==> src/hw/adcseq_pkg.sv <==
// Purpose: constants for the converter sequencer
// Assumes: 250 MHz system clock
// Notes: register offsets are word indices on the plain register port
package adcseq_pkg;
  // ----------------------------------------
  // register map
  // ----------------------------------------
  localparam logic [3:0] ADCSEQ_OFF_CTRL0 = 4'h0;
  localparam logic [3:0] ADCSEQ_OFF_CTRL1 = 4'h1;
  localparam logic [3:0] ADCSEQ_OFF_STAT = 4'h2;
  localparam logic [3:0] ADCSEQ_OFF_MASK = 4'h3;
  localparam logic [3:0] ADCSEQ_OFF_RESULT = 4'h4;
  // ----------------------------------------
  // field positions
  // ----------------------------------------
  localparam int ADCSEQ_BIT_START = 7;
  localparam int ADCSEQ_BIT_BUSY = 6;
  localparam int ADCSEQ_BIT_PWR = 5;
  localparam int ADCSEQ_DIV_LSB = 0;
  localparam int ADCSEQ_BIT_DONE = 0;
  // ----------------------------------------
  // reset values and timing
  // ----------------------------------------
  localparam logic [7:0] ADCSEQ_RST_CTRL0 = 8'h00;
  localparam logic [2:0] ADCSEQ_RST_DIV = 3'h0;
  localparam logic [7:0] ADCSEQ_RST_MASK = 8'h00;
  localparam logic [3:0] ADCSEQ_SAMPLE_TICKS = 4'h4;
  localparam logic [3:0] ADCSEQ_CONV_TICKS = 4'hC;
  localparam int ADCSEQ_RES_W = 12;
  localparam int ADCSEQ_SLOTS = 4;
  typedef enum logic [1:0] {
    ADCSEQ_IDLE = 2'b00,
    ADCSEQ_SAMPLE = 2'b01,
    ADCSEQ_CONVERT = 2'b10,
    ADCSEQ_STORE = 2'b11
  } adcseq_state_e;
endpackage : adcseq_pkg

==> src/hw/adcseq_top.sv <==
// Purpose: converter power, clock divider and conversion sequencing
// Assumes: analog core gives a result word at end of conversion
// Notes: registers on a plain strobe port, read data one cycle late
//
// Function
// [RQ1] a start bit pulse low-high-low starts one conversion
// [RQ2] busy flag goes to one once conversion starts
// [RQ3] busy flag clears to zero when conversion finishes
// [RQ4] completion sets the sticky interrupt request flag
// [RQ5] enabled and set request flag drives the interrupt output
// [RQ6] software may poll busy instead of using the interrupt
// [RQ7] conversion clock is system clock divided by two to the select code
// [RQ8] software keeps conversion clock period within recommended range
// [RQ9] analog core powered only while power enable is high
// [RQ10] software waits a settling delay after enabling before starting
// [RQ11] software clears power enable when converter is unused
// [RQ12] conversion is four sample plus twelve convert clock periods
// [RQ13] start ignored while busy; result written before busy clears
//
// Strobed register access and the register addresses are this design's own decisions.
`timescale 1ns/1ps
`default_nettype none
module adcseq_top
  import adcseq_pkg::*;
(
  // clock and reset
  input wire logic clk_i,
  input wire logic sys_rst_i,
  input wire logic ce_i,
  // register port
  input wire logic [3:0] reg_addr_i,
  input wire logic [7:0] reg_wdata_i,
  input wire logic reg_wr_i,
  input wire logic reg_rd_i,
  output logic [7:0] reg_rdata_o,
  // analog core
  input wire logic [ADCSEQ_RES_W-1:0] ana_result_i,
  output logic ana_power_o,
  output logic ana_sample_o,
  output logic ana_conv_clk_o,
  // status
  output logic conv_busy_flag_o,
  output logic irq_o
);
  // ----------------------------------------
  // registers
  // ----------------------------------------
  logic conv_start_q;
  logic conv_power_enable_q;
  logic [2:0] conv_clock_divider_select_q;
  logic done_req_q;
  logic done_mask_q;
  logic wr_ctrl0;
  logic wr_ctrl1;
  logic wr_stat;
  logic wr_mask;
  logic start_fall;
  logic [1:0] slot_q;
  logic [1:0] last_slot_q;
  logic [ADCSEQ_RES_W-1:0] mem_rdata;

  assign wr_ctrl0 = reg_wr_i && (reg_addr_i == ADCSEQ_OFF_CTRL0);
  assign wr_ctrl1 = reg_wr_i && (reg_addr_i == ADCSEQ_OFF_CTRL1);
  assign wr_stat = reg_wr_i && (reg_addr_i == ADCSEQ_OFF_STAT);
  assign wr_mask = reg_wr_i && (reg_addr_i == ADCSEQ_OFF_MASK);
  // start acts on the falling edge of the written bit
  assign start_fall = wr_ctrl0 && conv_start_q && !reg_wdata_i[ADCSEQ_BIT_START]; // see [RQ1]

  always_ff @(posedge clk_i)
  begin
    if (sys_rst_i)
    begin
      conv_start_q <= ADCSEQ_RST_CTRL0[ADCSEQ_BIT_START];
      conv_power_enable_q <= ADCSEQ_RST_CTRL0[ADCSEQ_BIT_PWR];
    end
    else if (ce_i && wr_ctrl0)
    begin
      conv_start_q <= reg_wdata_i[ADCSEQ_BIT_START];
      conv_power_enable_q <= reg_wdata_i[ADCSEQ_BIT_PWR];
    end
  end

  always_ff @(posedge clk_i)
  begin
    if (sys_rst_i)
    begin
      conv_clock_divider_select_q <= ADCSEQ_RST_DIV;
    end
    else if (ce_i && wr_ctrl1)
    begin
      conv_clock_divider_select_q <= reg_wdata_i[ADCSEQ_DIV_LSB +: 3];
    end
  end

  always_ff @(posedge clk_i)
  begin
    if (sys_rst_i)
    begin
      done_mask_q <= ADCSEQ_RST_MASK[ADCSEQ_BIT_DONE];
    end
    else if (ce_i && wr_mask)
    begin
      done_mask_q <= reg_wdata_i[ADCSEQ_BIT_DONE];
    end
  end

  // ----------------------------------------
  // conversion clock divider
  // ----------------------------------------
  adcseq_state_e state_q;
  logic [6:0] div_cnt_q;
  logic [6:0] div_limit;
  logic tick;
  // limit is 2^code - 1; code 000 ticks every cycle
  assign div_limit = 7'((8'h01 << conv_clock_divider_select_q) - 8'h01); // see [RQ7]
  assign tick = (div_cnt_q >= div_limit);

  always_ff @(posedge clk_i)
  begin
    if (sys_rst_i)
    begin
      div_cnt_q <= 7'h00;
    end
    else if (ce_i)
    begin
      // held while idle so a conversion never starts on a partial period
      if (!conv_power_enable_q || tick || state_q == ADCSEQ_IDLE) // see [RQ12]
      begin
        div_cnt_q <= 7'h00;
      end
      else
      begin
        div_cnt_q <= div_cnt_q + 7'h01; // see [RQ7]
      end
    end
  end

  // ----------------------------------------
  // sequencer
  // ----------------------------------------
  logic [3:0] tick_cnt_q;
  logic store_now;
  assign store_now = (state_q == ADCSEQ_STORE);

  always_ff @(posedge clk_i)
  begin
    if (sys_rst_i)
    begin
      state_q <= ADCSEQ_IDLE;
      tick_cnt_q <= 4'h0;
    end
    else if (ce_i)
    begin
      if (!conv_power_enable_q)
      begin
        // power-down aborts any conversion
        state_q <= ADCSEQ_IDLE; // see [RQ9]
        tick_cnt_q <= 4'h0;
      end
      else
      begin
        unique case (state_q)
          ADCSEQ_IDLE:
          begin
            // starts while busy never reach here, so they are dropped
            if (start_fall)
            begin
              state_q <= ADCSEQ_SAMPLE; // see [RQ1] see [RQ13]
              tick_cnt_q <= 4'h0;
            end
          end
          ADCSEQ_SAMPLE:
          begin
            if (tick)
            begin
              if (tick_cnt_q == ADCSEQ_SAMPLE_TICKS - 4'h1)
              begin
                state_q <= ADCSEQ_CONVERT; // see [RQ12]
                tick_cnt_q <= 4'h0;
              end
              else
              begin
                tick_cnt_q <= tick_cnt_q + 4'h1;
              end
            end
          end
          ADCSEQ_CONVERT:
          begin
            if (tick)
            begin
              if (tick_cnt_q == ADCSEQ_CONV_TICKS - 4'h1)
              begin
                state_q <= ADCSEQ_STORE; // see [RQ12]
                tick_cnt_q <= 4'h0;
              end
              else
              begin
                tick_cnt_q <= tick_cnt_q + 4'h1;
              end
            end
          end
          ADCSEQ_STORE:
          begin
            state_q <= ADCSEQ_IDLE; // see [RQ3]
          end
        endcase
      end
    end
  end

  // busy rises on start and falls on the same edge as the result store
  always_ff @(posedge clk_i)
  begin
    if (sys_rst_i)
    begin
      conv_busy_flag_o <= 1'b0;
    end
    else if (ce_i)
    begin
      if (!conv_power_enable_q || store_now)
      begin
        conv_busy_flag_o <= 1'b0; // see [RQ3] see [RQ13]
      end
      else if (state_q == ADCSEQ_IDLE && start_fall)
      begin
        conv_busy_flag_o <= 1'b1; // see [RQ2]
      end
    end
  end

  always_ff @(posedge clk_i)
  begin
    if (sys_rst_i)
    begin
      ana_power_o <= 1'b0;
      ana_sample_o <= 1'b0;
      ana_conv_clk_o <= 1'b0;
    end
    else if (ce_i)
    begin
      ana_power_o <= conv_power_enable_q; // see [RQ9]
      ana_sample_o <= (state_q == ADCSEQ_SAMPLE);
      ana_conv_clk_o <= tick && (state_q == ADCSEQ_SAMPLE || state_q == ADCSEQ_CONVERT); // see [RQ7]
    end
  end

  // ----------------------------------------
  // result store
  // ----------------------------------------
  always_ff @(posedge clk_i)
  begin
    if (sys_rst_i)
    begin
      slot_q <= 2'h0;
      last_slot_q <= 2'h0;
    end
    else if (ce_i && store_now)
    begin
      slot_q <= slot_q + 2'h1;
      last_slot_q <= slot_q;
    end
  end

  adcseq_result_mem u_mem (
    .clk_i(clk_i),
    .ce_i(ce_i),
    .we_i(store_now), // see [RQ13]
    .waddr_i(slot_q),
    .wdata_i(ana_result_i),
    .raddr_i(last_slot_q),
    .rdata_o(mem_rdata)
  );

  // ----------------------------------------
  // interrupt
  // ----------------------------------------
  // set wins over a write-one clear in the same cycle
  always_ff @(posedge clk_i)
  begin
    if (sys_rst_i)
    begin
      done_req_q <= 1'b0;
    end
    else if (ce_i)
    begin
      if (store_now)
      begin
        done_req_q <= 1'b1; // see [RQ4]
      end
      else if (wr_stat && reg_wdata_i[ADCSEQ_BIT_DONE])
      begin
        done_req_q <= 1'b0;
      end
    end
  end

  always_ff @(posedge clk_i)
  begin
    if (sys_rst_i)
    begin
      irq_o <= 1'b0;
    end
    else if (ce_i)
    begin
      irq_o <= done_req_q && done_mask_q; // see [RQ5]
    end
  end

  // ----------------------------------------
  // read path
  // ----------------------------------------
  // result read gives the low byte of the latest stored word
  // data stand one cycle after the strobe only, zero otherwise
  always_ff @(posedge clk_i)
  begin
    if (sys_rst_i)
    begin
      reg_rdata_o <= 8'h00;
    end
    else if (ce_i)
    begin
      reg_rdata_o <= 8'h00;
      if (reg_rd_i)
      begin
        unique case (reg_addr_i)
          ADCSEQ_OFF_CTRL0:
            reg_rdata_o <= {conv_start_q, conv_busy_flag_o, conv_power_enable_q, 5'h00}; // see [RQ6]
          ADCSEQ_OFF_CTRL1:
            reg_rdata_o <= {5'h00, conv_clock_divider_select_q};
          ADCSEQ_OFF_STAT:
            reg_rdata_o <= {7'h00, done_req_q};
          ADCSEQ_OFF_MASK:
            reg_rdata_o <= {7'h00, done_mask_q};
          ADCSEQ_OFF_RESULT:
            reg_rdata_o <= mem_rdata[7:0];
          default:
            reg_rdata_o <= 8'h00;
        endcase
      end
    end
  end
endmodule : adcseq_top
`default_nettype wire

==> src/hw/adcseq_result_mem.sv <==
// Purpose: small result store, registered read
// Assumes: one write port, one read port
// Notes: holds the last few conversion results
`timescale 1ns/1ps
`default_nettype none
module adcseq_result_mem
  import adcseq_pkg::*;
(
  // clock
  input wire logic clk_i,
  input wire logic ce_i,
  // write
  input wire logic we_i,
  input wire logic [1:0] waddr_i,
  input wire logic [ADCSEQ_RES_W-1:0] wdata_i,
  // read
  input wire logic [1:0] raddr_i,
  output logic [ADCSEQ_RES_W-1:0] rdata_o
);
  logic [ADCSEQ_RES_W-1:0] mem_q [ADCSEQ_SLOTS];

  always_ff @(posedge clk_i)
  begin
    if (ce_i && we_i)
    begin
      mem_q[waddr_i] <= wdata_i;
    end
  end

  always_ff @(posedge clk_i)
  begin
    if (ce_i)
    begin
      rdata_o <= mem_q[raddr_i];
    end
  end
endmodule : adcseq_result_mem
`default_nettype wire

==> config.mk <==
export PLATFORM = sky130hd
export DESIGN_NAME = adcseq_top
export DESIGN_NICKNAME = d
export VERILOG_FILES = /design/src/hw/adcseq_pkg.sv /design/src/hw/adcseq_top.sv /design/src/hw/adcseq_result_mem.sv
export SDC_FILE = /design/constraint.sdc
export NUM_CORES = 1
export LEC_CHECK = 0
export BUFFER_PORTS_ARGS = -buffer_cell sky130_fd_sc_hd__buf_2
export CORE_ASPECT_RATIO = 0.9
export CORE_MARGIN = 2
export CORE_UTILIZATION = 40
export CTS_CLUSTER_DIAMETER = 40
export DETAILED_ROUTE_END_ITERATION = 7
export MAX_ROUTING_LAYER = met4
export SLEW_MARGIN = 20
export SYNTH_ARGS = -nofsm -noshare
export SYNTH_HDL_FRONTEND = slang
export SYNTH_HIERARCHICAL = 1
export SYNTH_SLANG_ARGS = --single-unit
export TNS_END_PERCENT = 100
==> constraint.sdc <==
create_clock -name clk_i -period 8.55 [get_ports clk_i]
set_input_delay 0.4275 -clock clk_i [delete_from_list [all_inputs] [get_ports clk_i]]
set_output_delay 0.4275 -clock clk_i [all_outputs]
set_load 0.02 [all_outputs]
==> flow_summary.ini <==
[run_status]
status = completed

[floorplanning]
rows = 32
die_ar_mm2 = 0.00955
dieHeight_um = 92.9
io_pins = 42
die_width_um = 103
initial_utilization = 0.410
core_area_mm2 = 0.00857

[power]
power_density_mw_per_mm2 = 169
leakage_nw = 1.43
power_w = 0.000667
ir_drop_v = 0.0000694

[sta]
final_setup_violation_count = 0
rsz0062_at_grt = no
setup-tns-final_ns = 0
post-route-min-period_ns = 3.36
fin_skew_ns = 0.0121
finalMaxSlewViolations = 0
timing.fmax_mhz = 298
fin_crit_sh = 0.393
finalHoldViolCount = 0
slew-limit-headroom = 0.324
setup_slack_ns = 5.19
worst_slew_pin_slew_ns = 1.00

[worst_hold_path]
whs_endpoint = u_mem/mem_q[2][6]$_DFFE_PP_
hold_path_depth = 1
worstHoldPathType = in2reg
hp-start = ana_result_i[6]

[placement]
io_buffers = 34
dp_hpwl_mm = 4.60
placedInstanceArea_mm2 = 0.00376
place_ws_ns = 5.22
final_weighted_congestion_of_routability_driven_global_placement = 0.762

[worst_setup_path]
worstSetupPathType = reg2reg
reg2reg_from = conv_clock_divider_select_q[1]$_SDFFE_PP0P_
critical_path.reg2reg.endpoint = tick_cnt_q[1]$_SDFFE_PP0P_
worst_setup_path_start_kind = flop
register_to_register_path_setup_slack_ns = 5.19
critical_path.endpoint_type = flop
worst_ep_required_time_ns = 8.79
worst-path-max-fanout = 9
worstPathArrival_ns = 3.60
cell_depth_of_the_worst_flop_to_flop_path = 11

[logic_synthesis]
instance_count_of_the_mapped_netlist = 301
synthesis.area_mm2 = 0.00351
yosysWarnings = 6
avgSynthCellArea_um2 = 11.7
mappedNetlistNets = 344

[global_route]
grt_first_pass_wirelength_mm = 11.1
maximum_number_of_pins_on_one_net_before_global_route_repair = 39
grt_pass1_vias = 2237
initial_antenna_violation_count = 0
grtUsageTotal = 0.158
globalRoute.totalOverflow = 0

[cells_and_area]
synthToLayoutAreaGrowth_pct = 12.1
final_cell_area_mm2 = 0.00394
final_util = 0.460
nFillCells = 813
antenna-diode-count = 0
register_area_mm2 = 0.00194
area_of_combinational_cells_with_multiple_inputs_mm2 = 0.00146
post_route_cells_drive_above_1_share = 0.196
final_nets = 374

[detailed_routing]
final_antenna_net_count = 0
routedWlPerCell_um = 14.7
via_count = 2333
vias_per_cell = 5.13
first_iter_violations = 110
drc_errors = 0
finalWirelength_mm = 6.67
drt_first_pass_iters = 4

[clock_tree]
cts-buffers-inserted = 9
post-cts-setup-buffer-count = 0
clk_pin_slew_worst_paths_ns = 0.09
cts_resized = 0
insertion_delay_ns = 0.35
tritoncts = built
ctsRootBufferMaster = clkbuf_8
cts.path.max_buffers = 2
clock_tree.htree_level_count = 3
holdBufCountCts = 0
cts.sink_count = 77

[flow_run]
cap_viol_max_count = 0
==> critical path: stages, from the launching register on <==
cell and delay [ns]:
dfxtp_1 0.39, or3_1 0.43, ha_1 0.28, xor2_1 0.17
nor2_1 0.11, a21oi_1 0.05, ha_1 0.30, a21oi_1 0.14
o21ai_0 0.14, a211oi_1 0.78, nor2_1 0.16, mux2_2 0.31
==> how the worst max path moves through the flow <==
stage,endpoint,cells past startpoint,startpoint
floorplan,tick_cnt_q[1]$_SDFFE_PP0P_,13,conv_clock_divider_select_q[1]$_SDFFE_PP0P_
global placement,tick_cnt_q[1]$_SDFFE_PP0P_,11,conv_clock_divider_select_q[1]$_SDFFE_PP0P_
detailed placement,tick_cnt_q[1]$_SDFFE_PP0P_,11,conv_clock_divider_select_q[1]$_SDFFE_PP0P_
CTS,tick_cnt_q[1]$_SDFFE_PP0P_,11,conv_clock_divider_select_q[1]$_SDFFE_PP0P_
global route,state_q[1]$_SDFFE_PP0P_,11,conv_clock_divider_select_q[1]$_SDFFE_PP0P_
finish,tick_cnt_q[1]$_SDFFE_PP0P_,11,conv_clock_divider_select_q[1]$_SDFFE_PP0P_
==> cell usage in the layout (no fill, tap or decap), types with 2 or more instances in the layout <==
cell,instances
a22oi_1,2
edfxtp_1,40
nor2_1,25
and4b_1,2
o31ai_1,3
a211oi_1,2
nor3_1,9
nand3b_1,2
and2b_1,2
a22o_1,2
mux4_2,7
and4bb_2,2
nor2b_1,6
or3_1,4
ha_1,14
inv_1,9
nor4b_1,2
clkinv_4,2
or4_1,2
xnor2_1,3
buf_2,34
nand4_1,3
mux2i_1,7
dfxtp_1,37
clkinvlp_4,3
a21oi_1,23
clkbuf_8,9
o21ai_0,7
nand3_1,12
xor2_1,7
mux2_2,2
nand2b_1,2
a32oi_1,2
inv_6,2
nand2_1,26
==> sequential cells by signal (all words and copies together) (netlist names) <==
signal and count:
ana_conv_clk_o 1, irq_o 1, ana_power_o 1, u_mem/mem_q 32, conv_clock_divider_select_q 3, slot_q 2
tick_cnt_q 4, div_cnt_q 7, ana_sample_o 1, conv_busy_flag_o 1, conv_power_enable_q 1, u_mem/rdata_o 8
done_mask_q 1, done_req_q 1, state_q 2, reg_rdata_o 8, conv_start_q 1, last_slot_q 2
==> power by group <==
group           total, W  internal [W]  switching (W)
sequential      0.000390      0.000389     0.00000118
combinational  0.0000281     0.0000101      0.0000180
clock           0.000249      0.000108       0.000141
total           0.000667      0.000507       0.000160
==> routing by layer <==
metal  global-route usage  routed length (um)
met1                0.207                3190
met2                0.236                3120
met3               0.0475                 305
met4               0.0482                  54
met5                    -                   0
==> cell type report <==
| type | instances | share of cell area |
|---|---|---|
| clock buffer | 9 | 0.0314 |
| clock inverter | 7 | 0.0146 |
| inverter | 9 | 0.00858 |
| multi-input combinational | 199 | 0.369 |
| sequential | 77 | 0.493 |
| tap | 119 | 0.0378 |
| timing repair buffer | 35 | 0.0451 |
==> per-stage QoR <==
stage / std cells / hold WS (ns)
2_1_floorplan: 301 / 0.444
3_3_place_gp: 439 / 0.448
3_5_place_dp: 439 / 0.457
4_1_cts: 455 / 0.271
5_1_grt: 455 / 0.271
6_report: 455 / 0.287
No activity file was read; power rests on OpenSTA's default activity.
